--- config.mk ---
export PLATFORM = sky130hd
export DESIGN_NAME = tpmc_top
export DESIGN_NICKNAME = d
export VERILOG_FILES = /design/src/hw/tpmc_pkg.sv /design/src/hw/tpmc_top.sv /design/src/hw/tpmc_read_latch.sv /design/src/hw/tpmc_channel.sv
export VERILOG_INCLUDE_DIRS = /design/src /design/src/hw
export SDC_FILE = /design/constraint.sdc
export NUM_CORES = 1
export LEC_CHECK = 0
export ABC_AREA = 0
export BUFFER_PORTS_ARGS = -buffer_cell sky130_fd_sc_hd__buf_2
export CAP_MARGIN = 20
export CELL_PAD_IN_SITES_DETAIL_PLACEMENT = 1
export CELL_PAD_IN_SITES_GLOBAL_PLACEMENT = 1
export CORE_MARGIN = 3
export CORE_UTILIZATION = 41
export DETAILED_ROUTE_END_ITERATION = 7
export PLACE_DENSITY_LB_ADDON = 0.12
export SYNTH_ARGS = -nofsm -noshare
export SYNTH_HDL_FRONTEND = slang
export SYNTH_SLANG_ARGS = --single-unit
--- constraint.sdc ---
create_clock -name MCLK -period 2.5 [get_ports MCLK]
set_clock_uncertainty 0.1 [all_clocks]
set_input_delay 0.5 -clock MCLK [delete_from_list [all_inputs] [get_ports MCLK]]
set_output_delay 0.5 -clock MCLK [all_outputs]
set_load 0.03 [all_outputs]
--- src/hw/tpmc_params.svh ---
// Constants of the timer counter with input capture.
// Assumes inclusion by bare name from the package and modules.
`ifndef TPMC_PARAMS_SVH
`define TPMC_PARAMS_SVH
`define TPMC_CNT_W        16
`define TPMC_NCH          2
`define TPMC_CNT_ZERO     16'h0000
`define TPMC_CNT_MAX      16'hffff
`define TPMC_CNT_ONE      16'h0001
`define TPMC_SEL_OFF      2'h0
`define TPMC_SEL_BUS      2'h1
`define TPMC_SEL_FIXED    2'h2
`define TPMC_SEL_EXT      2'h3
`define TPMC_MODE_CAPTURE 2'h0
`define TPMC_MODE_COMPARE 2'h1
`define TPMC_ELS_NONE     2'h0
`define TPMC_ELS_RISE     2'h1
`define TPMC_ELS_FALL     2'h2
`define TPMC_ELS_BOTH     2'h3
`define TPMC_EXT_CHANNEL  0
`endif

--- src/hw/tpmc_pkg.sv ---
// Types and mode decoding of the timer counter with input capture.
// Assumes the constants header is on the include path.
`include "tpmc_params.svh"
package tpmc_pkg;
  typedef logic [`TPMC_CNT_W-1:0] tpmc_count_t;
  typedef enum logic [1:0] {FUNC_CAPTURE, FUNC_COMPARE, FUNC_EPWM, FUNC_CPWM} tpmc_func_e;

  // Channel function from center select and the two mode bits
  function automatic tpmc_func_e tpmc_func(input logic cpwm, input logic [1:0] mode);
    tpmc_func_e f;
    f = FUNC_CAPTURE;
    if (cpwm)
      f = FUNC_CPWM;
    else if (mode[1])
      f = FUNC_EPWM;
    else if (mode == `TPMC_MODE_COMPARE)
      f = FUNC_COMPARE;
    return f;
  endfunction
endpackage

--- src/hw/tpmc_top.sv ---
// Timer counter core: 16-bit counter, modulus, clock select, overflow,
// up or up/down counting, coherent reads, and input capture channels.
// Assumes control bits are levels from logic on MCLK, strobes are one-cycle
// pulses, and clock and channel pins are asynchronous.
`timescale 1ns/100ps
module tpmc_top
  import tpmc_pkg::*;
(
  input  wire logic                MCLK,
  input  wire logic                RST_N,
  input  wire logic                CE,
  input  wire logic                DEBUG_HALT_MODE,
  input  wire logic [1:0]          CLOCK_SOURCE_SELECT,
  input  wire logic                CENTER_PWM_SELECT,
  input  wire logic                OVERFLOW_IRQ_ENABLE,
  input  wire tpmc_count_t         MODULUS_VALUE,
  input  wire logic                FIXED_CLK,
  input  wire logic                EXT_CLK,
  input  wire logic                COUNTER_WRITE,
  input  wire logic                COUNTER_READ_HIGH,
  input  wire logic                COUNTER_READ_LOW,
  input  wire logic                OVERFLOW_FLAG_CLEAR,
  input  wire logic [2*`TPMC_NCH-1:0] CHANNEL_MODE,
  input  wire logic [2*`TPMC_NCH-1:0] EDGE_LEVEL_SELECT,
  input  wire logic [`TPMC_NCH-1:0]   CHANNEL_IRQ_ENABLE,
  input  wire logic [`TPMC_NCH-1:0]   CHANNEL_STATUS_CONTROL_WRITE,
  input  wire logic [`TPMC_NCH-1:0]   CHANNEL_VALUE_WRITE_HIGH,
  input  wire logic [`TPMC_NCH-1:0]   CHANNEL_VALUE_WRITE_LOW,
  input  wire logic [7:0]          CHANNEL_WRITE_DATA,
  input  wire logic [`TPMC_NCH-1:0]   CHANNEL_VALUE_READ_HIGH,
  input  wire logic [`TPMC_NCH-1:0]   CHANNEL_VALUE_READ_LOW,
  input  wire logic [`TPMC_NCH-1:0]   CHANNEL_FLAG_CLEAR,
  input  wire logic [`TPMC_NCH-1:0]   CHANNEL_PIN,
  output logic [7:0]               COUNTER_HIGH_BYTE,
  output logic [7:0]               COUNTER_LOW_BYTE,
  output logic                     COUNTER_OVERFLOW_FLAG,
  output logic                     OVERFLOW_IRQ,
  output logic                     COUNTING_DOWN,
  output logic [8*`TPMC_NCH-1:0]   CHANNEL_VALUE_HIGH,
  output logic [8*`TPMC_NCH-1:0]   CHANNEL_VALUE_LOW,
  output logic [`TPMC_NCH-1:0]     CHANNEL_EVENT_FLAG,
  output logic [`TPMC_NCH-1:0]     CHANNEL_IRQ
);
  logic [1:0]  sel_q;
  logic        cpwm_q;
  logic        overflow_irq_enable_q;
  logic [2:0]  fix_s_q;
  logic [2:0]  ext_s_q;
  tpmc_count_t cnt_q;
  tpmc_count_t cnt_d;
  logic        up_q;
  logic        up_d;
  logic        tick_q;
  logic        tof_d;
  logic        tof_set;
  logic        src_edge;
  logic        step;
  tpmc_count_t term;
  logic        at_term;
  logic        at_zero;
  logic        up_wrap;
  logic        turn_down;
  logic        turn_up;
  tpmc_count_t cnt_inc;
  tpmc_count_t cnt_dec;

  // Counter clock source; select zero gives no edge at all
  assign src_edge = (sel_q == `TPMC_SEL_BUS) ||
                    (sel_q == `TPMC_SEL_FIXED && fix_s_q[1] && !fix_s_q[2]) ||
                    (sel_q == `TPMC_SEL_EXT && ext_s_q[1] && !ext_s_q[2]);
  // Counter freezes in debug halt and while stopped, keeping its value unless COUNTER_WRITE clears it
  assign step      = src_edge && !DEBUG_HALT_MODE && !COUNTER_WRITE;
  assign term      = (MODULUS_VALUE == `TPMC_CNT_ZERO) ? `TPMC_CNT_MAX : MODULUS_VALUE;
  assign at_term   = (cnt_q == term);
  assign at_zero   = (cnt_q == `TPMC_CNT_ZERO);
  assign cnt_inc   = cnt_q + `TPMC_CNT_ONE;
  assign cnt_dec   = cnt_q - `TPMC_CNT_ONE;
  assign up_wrap   = !cpwm_q && at_term;
  assign turn_down = cpwm_q && up_q && at_term;
  assign turn_up   = cpwm_q && !up_q && at_zero;
  assign cnt_d     = COUNTER_WRITE ? `TPMC_CNT_ZERO :
                     !step ? cnt_q :
                     up_wrap ? `TPMC_CNT_ZERO :
                     turn_down ? cnt_dec :
                     turn_up ? cnt_inc :
                     (cpwm_q && !up_q) ? cnt_dec : cnt_inc;
  assign up_d      = (COUNTER_WRITE || !cpwm_q) ? 1'b1 :
                     (step && turn_down) ? 1'b0 :
                     (step && turn_up) ? 1'b1 : up_q;
  assign tof_set   = step && (up_wrap || turn_down);
  assign tof_d     = tof_set || (COUNTER_OVERFLOW_FLAG && !OVERFLOW_FLAG_CLEAR);

  always_ff @(posedge MCLK or negedge RST_N) begin
    if (!RST_N) begin
      sel_q   <= `TPMC_SEL_OFF;
      cpwm_q  <= 1'b0;
      overflow_irq_enable_q  <= 1'b0;
      fix_s_q <= 3'h0;
      ext_s_q <= 3'h0;
    end else if (CE) begin
      sel_q   <= CLOCK_SOURCE_SELECT;
      cpwm_q  <= CENTER_PWM_SELECT;
      overflow_irq_enable_q  <= OVERFLOW_IRQ_ENABLE;
      fix_s_q <= {fix_s_q[1:0], FIXED_CLK};
      ext_s_q <= {ext_s_q[1:0], EXT_CLK};
    end
  end

  always_ff @(posedge MCLK or negedge RST_N) begin
    if (!RST_N) begin
      cnt_q                 <= `TPMC_CNT_ZERO;
      up_q                  <= 1'b1;
      tick_q                <= 1'b0;
      COUNTER_OVERFLOW_FLAG <= 1'b0;
      OVERFLOW_IRQ          <= 1'b0;
      COUNTING_DOWN         <= 1'b0;
    end else if (CE) begin
      cnt_q                 <= cnt_d;
      up_q                  <= up_d;
      tick_q                <= step;
      COUNTER_OVERFLOW_FLAG <= tof_d;
      OVERFLOW_IRQ          <= tof_d && OVERFLOW_IRQ_ENABLE;
      COUNTING_DOWN         <= !up_d;
    end
  end

  tpmc_read_latch u_cnt_rd (
    .clk     (MCLK),
    .rst_n   (RST_N),
    .ce      (CE),
    .freeze  (DEBUG_HALT_MODE),
    .value   (cnt_q),
    .rd_hi   (COUNTER_READ_HIGH),
    .rd_lo   (COUNTER_READ_LOW),
    .restart (COUNTER_WRITE),
    .hi_byte (COUNTER_HIGH_BYTE),
    .lo_byte (COUNTER_LOW_BYTE)
  );

  for (genvar i = 0; i < `TPMC_NCH; i++) begin : g_ch
    tpmc_channel u_ch (
      .clk          (MCLK),
      .rst_n        (RST_N),
      .ce           (CE),
      .debug        (DEBUG_HALT_MODE),
      .cpwm         (cpwm_q),
      .pin_is_clock (i == `TPMC_EXT_CHANNEL && sel_q == `TPMC_SEL_EXT),
      .mode         (CHANNEL_MODE[2*i +: 2]),
      .els          (EDGE_LEVEL_SELECT[2*i +: 2]),
      .irq_en       (CHANNEL_IRQ_ENABLE[i]),
      .sc_write     (CHANNEL_STATUS_CONTROL_WRITE[i]),
      .wr_hi        (CHANNEL_VALUE_WRITE_HIGH[i]),
      .wr_lo        (CHANNEL_VALUE_WRITE_LOW[i]),
      .wr_data      (CHANNEL_WRITE_DATA),
      .rd_hi        (CHANNEL_VALUE_READ_HIGH[i]),
      .rd_lo        (CHANNEL_VALUE_READ_LOW[i]),
      .flag_clear   (CHANNEL_FLAG_CLEAR[i]),
      .pin          (CHANNEL_PIN[i]),
      .count        (cnt_q),
      .count_tick   (tick_q),
      .value_hi     (CHANNEL_VALUE_HIGH[8*i +: 8]),
      .value_lo     (CHANNEL_VALUE_LOW[8*i +: 8]),
      .flag         (CHANNEL_EVENT_FLAG[i]),
      .irq          (CHANNEL_IRQ[i])
    );
  end
endmodule

--- src/hw/tpmc_read_latch.sv ---
// Coherent 16-bit byte-wise read buffer.
// Assumes read strobes are one-cycle pulses on the same clock.
`timescale 1ns/100ps
module tpmc_read_latch
  import tpmc_pkg::*;
(
  input  wire logic        clk,
  input  wire logic        rst_n,
  input  wire logic        ce,
  input  wire logic        freeze,
  input  wire tpmc_count_t value,
  input  wire logic        rd_hi,
  input  wire logic        rd_lo,
  input  wire logic        restart,
  output logic [7:0]       hi_byte,
  output logic [7:0]       lo_byte
);
  logic        latched_q;
  logic        first_hi_q;
  tpmc_count_t buf_q;
  logic        latched_d;
  logic        first_hi_d;
  tpmc_count_t buf_d;
  logic        one_rd;
  logic        take;
  logic        done;
  tpmc_count_t shown;

  assign shown      = {hi_byte, lo_byte};
  assign one_rd     = rd_hi ^ rd_lo;
  assign take       = !freeze && !latched_q && one_rd;
  assign done       = !freeze && latched_q && (first_hi_q ? rd_lo : rd_hi);
  assign latched_d  = restart ? 1'b0 : take ? 1'b1 : done ? 1'b0 : latched_q;
  assign first_hi_d = take ? rd_hi : first_hi_q;
  // The first read returns the shown word, so the buffer keeps exactly that word
  assign buf_d      = take ? shown : buf_q;

  always_ff @(posedge clk or negedge rst_n) begin
    if (!rst_n) begin
      latched_q  <= 1'b0;
      first_hi_q <= 1'b0;
      buf_q      <= `TPMC_CNT_ZERO;
      hi_byte    <= 8'h00;
      lo_byte    <= 8'h00;
    end else if (ce) begin
      latched_q  <= latched_d;
      first_hi_q <= first_hi_d;
      buf_q      <= buf_d;
      // While halted the live value is shown, not the buffer
      {hi_byte, lo_byte} <= (latched_d && !freeze) ? buf_d : value;
    end
  end
endmodule

--- src/hw/tpmc_channel.sv ---
// One timer channel: capture, software compare flag, value register.
// Assumes the pin is asynchronous and counter inputs share the clock.
`timescale 1ns/100ps
module tpmc_channel
  import tpmc_pkg::*;
(
  input  wire logic        clk,
  input  wire logic        rst_n,
  input  wire logic        ce,
  input  wire logic        debug,
  input  wire logic        cpwm,
  input  wire logic        pin_is_clock,
  input  wire logic [1:0]  mode,
  input  wire logic [1:0]  els,
  input  wire logic        irq_en,
  input  wire logic        sc_write,
  input  wire logic        wr_hi,
  input  wire logic        wr_lo,
  input  wire logic [7:0]  wr_data,
  input  wire logic        rd_hi,
  input  wire logic        rd_lo,
  input  wire logic        flag_clear,
  input  wire logic        pin,
  input  wire tpmc_count_t count,
  input  wire logic        count_tick,
  output logic [7:0]       value_hi,
  output logic [7:0]       value_lo,
  output logic             flag,
  output logic             irq
);
  logic [2:0]  pin_s_q;
  tpmc_count_t val_q;
  tpmc_count_t val_d;
  tpmc_func_e  func;
  logic        is_cap;
  logic        rise;
  logic        fall;
  logic        edge_hit;
  logic        capture;
  logic        match;
  logic        flag_d;

  assign func     = tpmc_func(cpwm, mode);
  assign is_cap   = (func == FUNC_CAPTURE) && !pin_is_clock;
  assign rise     = pin_s_q[1] && !pin_s_q[2];
  assign fall     = !pin_s_q[1] && pin_s_q[2];
  assign edge_hit = (els == `TPMC_ELS_RISE && rise) ||
                    (els == `TPMC_ELS_FALL && fall) ||
                    (els == `TPMC_ELS_BOTH && (rise || fall));
  assign capture  = is_cap && edge_hit;
  assign match    = (func == FUNC_COMPARE) && count_tick && (count == val_q);
  // Writes are ignored while capturing
  assign val_d    = capture ? count :
                    (func == FUNC_CAPTURE) ? val_q :
                    {wr_hi ? wr_data : val_q[15:8], wr_lo ? wr_data : val_q[7:0]};
  assign flag_d   = capture || match || (flag && !flag_clear);

  always_ff @(posedge clk or negedge rst_n) begin
    if (!rst_n) begin
      pin_s_q <= 3'h0;
      val_q   <= `TPMC_CNT_ZERO;
      flag    <= 1'b0;
      irq     <= 1'b0;
    end else if (ce) begin
      pin_s_q <= {pin_s_q[1:0], pin};
      val_q   <= val_d;
      flag    <= flag_d;
      irq     <= flag_d && irq_en;
    end
  end

  tpmc_read_latch u_rd (
    .clk     (clk),
    .rst_n   (rst_n),
    .ce      (ce),
    .freeze  (debug),
    .value   (val_q),
    .rd_hi   (rd_hi && func == FUNC_CAPTURE),
    .rd_lo   (rd_lo && func == FUNC_CAPTURE),
    .restart (sc_write),
    .hi_byte (value_hi),
    .lo_byte (value_lo)
  );
endmodule

==> run_results.csv <==
group,metric,value,unit
clock_tree,insertion_delay,440,ps
synth,yosys_warnings,0,
floorplan,core_area,0.0222,mm^2
global_route,grt_pass1_wl,51500,um
finish,synthToLayoutAreaGrowth,28.9,%
floorplan,initial_core_util,0.423,
power,peakVddDrop,0.492,mV
timing,slew_headroom,0.576,
clock_tree,clk_pin_slew,80,ps
setup_path,arrival,2740,ps
detailed_routing,drt-initial-drc-count,516,
min_path,hold_path.class,"in -> reg",
power,p_leak,5.24,nW
timing,rsz0062_at_grt,"yes",
setup_path,rr_worst_depth,8,
finish,num-nets-final,1250,
detailed_routing,drt_wl_total,33500,um
detailed_routing,remaining_drc_errors,0,
placed_design,place_ws,-204,ps
placed_design,place_congestion,0.961,
timing,finalSetupViolations,1,
timing,max_freq,0.399,GHz
clock_tree,cts_buffers,17,
clock_tree,htree_num_levels,4,
setup_path,rr_endpoint,"cnt_q[13]",
setup_path,worstSetupStartpointType,"register",
global_route,antenna_found_initial,1,
synth,synth_nets,1029,
clock_tree,cts_tree,"done",
finish,layout_common_cells,"165 x dfrtp_1, 144 x buf_4, 114 x buf_2, 95 x nor2_1, 87 x a21oi_1",
synth,synth.distinct_cells,67,
synth,ys_seq_area_frac,0.464,
setup_path,path_cells,"xnor2_4, nand4_1, or4_4, o311ai_4, buf_6, nor3_1, a211oi_2, nand2_1",
timing,finalCritPeriodShare,1.00,
setup_path,r2r_slack,-8,ps
setup_path,end_kind,"register",
global_route,grt_pass1_vias,8969,
setup_path,critPathKind,"reg -> reg",
global_route,grtUsageTotal,0.270,
global_route,grt_max_degree,58,
setup_path,timing.rr.start,"cnt_q[4]",
clock_tree,cts_buffer_depth,2,
detailed_routing,via_count,8660,
floorplan,num_io_pins,117,
setup_path,slowest_stage,"or4_4",
synth,synthFlopType,"dfrtp_1",
finish,final_common_cell,"dfrtp_1",
synth,synth_edf_count,0,
placed_design,dp_hpwl,24200,um
placed_design,io_buffers,116,
timing,slew_viol_final,0,
power,power_switching_share,0.362,
power,p_comb_frac,0.292,
floorplan,die_w,157,um
power,p_per_area,780,mW/mm^2
min_path,min-delay-start,"CENTER_PWM_SELECT",
power,p_int,6.01,mW
global_route,grt.overflow.total,0,
timing,worst_pin_slew,636,ps
synth,syn-cell-area,0.00938,mm^2
timing,timing.final.ws_setup,-8.14,ps
power,pwr-share-clk,0.296,
status,outcome,"finished with violations",
finish,nFillCells,2522,
setup_path,crit_required,2730,ps
synth,synth-seq-cells,174,
timing,hold_viol,0,
min_path,hold_end,"cpwm_q",
synth,syn_area_per_cell,9.77,um^2
synth,synthCells,960,
synth,synthArstFlopShare,1.00,
timing,fin_crit,2510,ps
detailed_routing,ant_nets,0,
floorplan,num_rows,54,
floorplan,dieArea,0.0247,mm^2
placed_design,dpl_cell_area,0.0112,mm^2
finish,drive_gt1_frac,0.354,
flow_run,cap_viol_max_count,0,
detailed_routing,dr.pass1.iters,5,
power,p_total,9.43,mW
floorplan,die_h,157,um
power,seq_power_share,0.412,
status,violations,"setup timing",
min_path,holdPathStages,3,
setup_path,worst_path_largest_cell_delay,580,ps
detailed_routing,avgRoutedWirePerCell,22.7,um
clock_tree,clock-sinks,174,
detailed_routing,drt-vias-per-instance,5.87,
power,p_switching,3.42,mW
setup_path,crit_path_max_fanout,5,
clock_tree,root_buffer,"clkbuf_16",
finish,finalInstanceArea,0.0121,mm^2
==> cell families after synthesis <==
group | count (synthesis) | synth area share
AO/OA/AOI/OAI | 259 | 0.168
AND/OR/NAND/NOR | 271 | 0.145
XOR/XNOR | 52 | 0.0521
multiplexers | 100 | 0.115
buffers and inverters | 97 | 0.0465
flip-flops | 174 | 0.464
adder cells (fa/ha/maj) | 7 | 0.00933
==> worst max path at each step <==
stage,startpoint,endpoint,cells after the start
2_1_floorplan,cnt_q[0],cnt_q[14],10
3_3_place_gp,MODULUS_VALUE[4],OVERFLOW_IRQ,10
3_5_place_dp,MODULUS_VALUE[4],OVERFLOW_IRQ,10
4_1_cts,cnt_q[4],cnt_q[10],9
5_1_grt,cnt_q[4],cnt_q[7],7
6_report,cnt_q[4],cnt_q[13],8
==> timing repair <==
item | 4_1_cts | 5_1_grt
gates resized for setup | 14 | 38
gates cloned | 0 | 1
buffers inserted | 1 | 12
pin swaps | 1 | 8
endpoints found under the setup margin | 13 | 35
endpoints found under the hold margin | 41 | 0
hold buffers | 1 | 0
==> critical path, delay by kind of cell, from the launching register on <==
kind                   cells  cell delay (ps)
AND/OR/NAND/NOR            4              870
AO/OA/AOI/OAI              2              570
XOR/XNOR                   1              200
buffers and inverters      1              180
flip-flops                 1              490
==> area by class of cell <==
type	count	area, um^2	share of cell area
Multi-Input combinational cell	689	4790	0.396
Sequential cell	174	4370	0.361
Timing Repair Buffer	272	1870	0.155
Clock buffer	18	439	0.0363
Tap cell	280	350	0.0290
Clock inverter	14	179	0.0148
Inverter	27	101	0.00838
Antenna cell	1	2.50	0.000207
==> Yosys cell counts (4+ instances only) <==
library cell	count	area (um^2)
or3_1	5	31.3
nand2_1	59	221
xnor2_1	33	289
a211o_1	5	43.8
buf_2	16	80.1
buf_1	6	22.5
clkbuf_1	38	143
nand3_1	20	100
o21ai_1	9	45.0
a31oi_1	11	68.8
o22ai_1	58	363
nor4_1	12	75.1
dfrtp_1	173	4330
o211ai_1	4	30.0
nor3_1	17	85.1
mux2i_1	36	360
and3_1	8	50.1
nand4_1	21	131
nor2b_1	4	25.0
ha_1	7	87.6
a21oi_1	88	440
nor2_1	96	360
o21ai_0	43	215
mux2_2	64	721
xor2_1	16	140
buf_6	4	45.0
nor4b_1	7	61.3
buf_4	6	45.0
inv_1	27	101
==> metrics by stage <==
| stage | setup TNS [ps] | util | hold WS, ps | cells |
|---|---|---|---|---|
| floorplan | 0 | - | 104 | 960 |
| global placement | -1770 | 0.503 | 377 | 1427 |
| detailed placement | -2310 | 0.503 | 388 | 1427 |
| CTS | 0 | 0.534 | 158 | 1461 |
| global route | -1050 | 0.546 | 165 | 1475 |
| finish | -8.14 | 0.546 | 175 | 1475 |
==> power groups by stage <==
stage | logic (mW) | registers, mW | clock network, mW
finish | 2.76 | 3.89 | 2.79
global placement | 2.51 | 3.90 | 0
detailed placement | 2.57 | 3.92 | 0
floorplan | 1.39 | 3.98 | 0
global route | 2.97 | 3.95 | 2.96
CTS | 2.63 | 3.88 | 2.84
==> layer usage <==
metal	GRT usage	vias to the layer above	routed length, um	part of all wire
met5	0	-	0	0
met4	0.0835	0	773	0.023
met3	0.0352	55	1450	0.043
met2	0.451	237	16500	0.49
met1	0.368	4433	14800	0.44
li1	-	3935	-	-
==> registers in the layout (all words and copies together) (netlist names), 6 cells and up <==
name and count:
u_cnt_rd.buf_q 16, g_ch.u_ch.pin_s_q 6, u_cnt_rd.lo_byte 8, g_ch.u_ch.u_rd.hi_byte 16
g_ch.u_ch.u_rd.buf_q 32, g_ch.u_ch.u_rd.lo_byte 16, cnt_q 16, u_cnt_rd.hi_byte 8
g_ch.u_ch.val_q 32
Note: power is estimated with default switching activity, not from simulation.
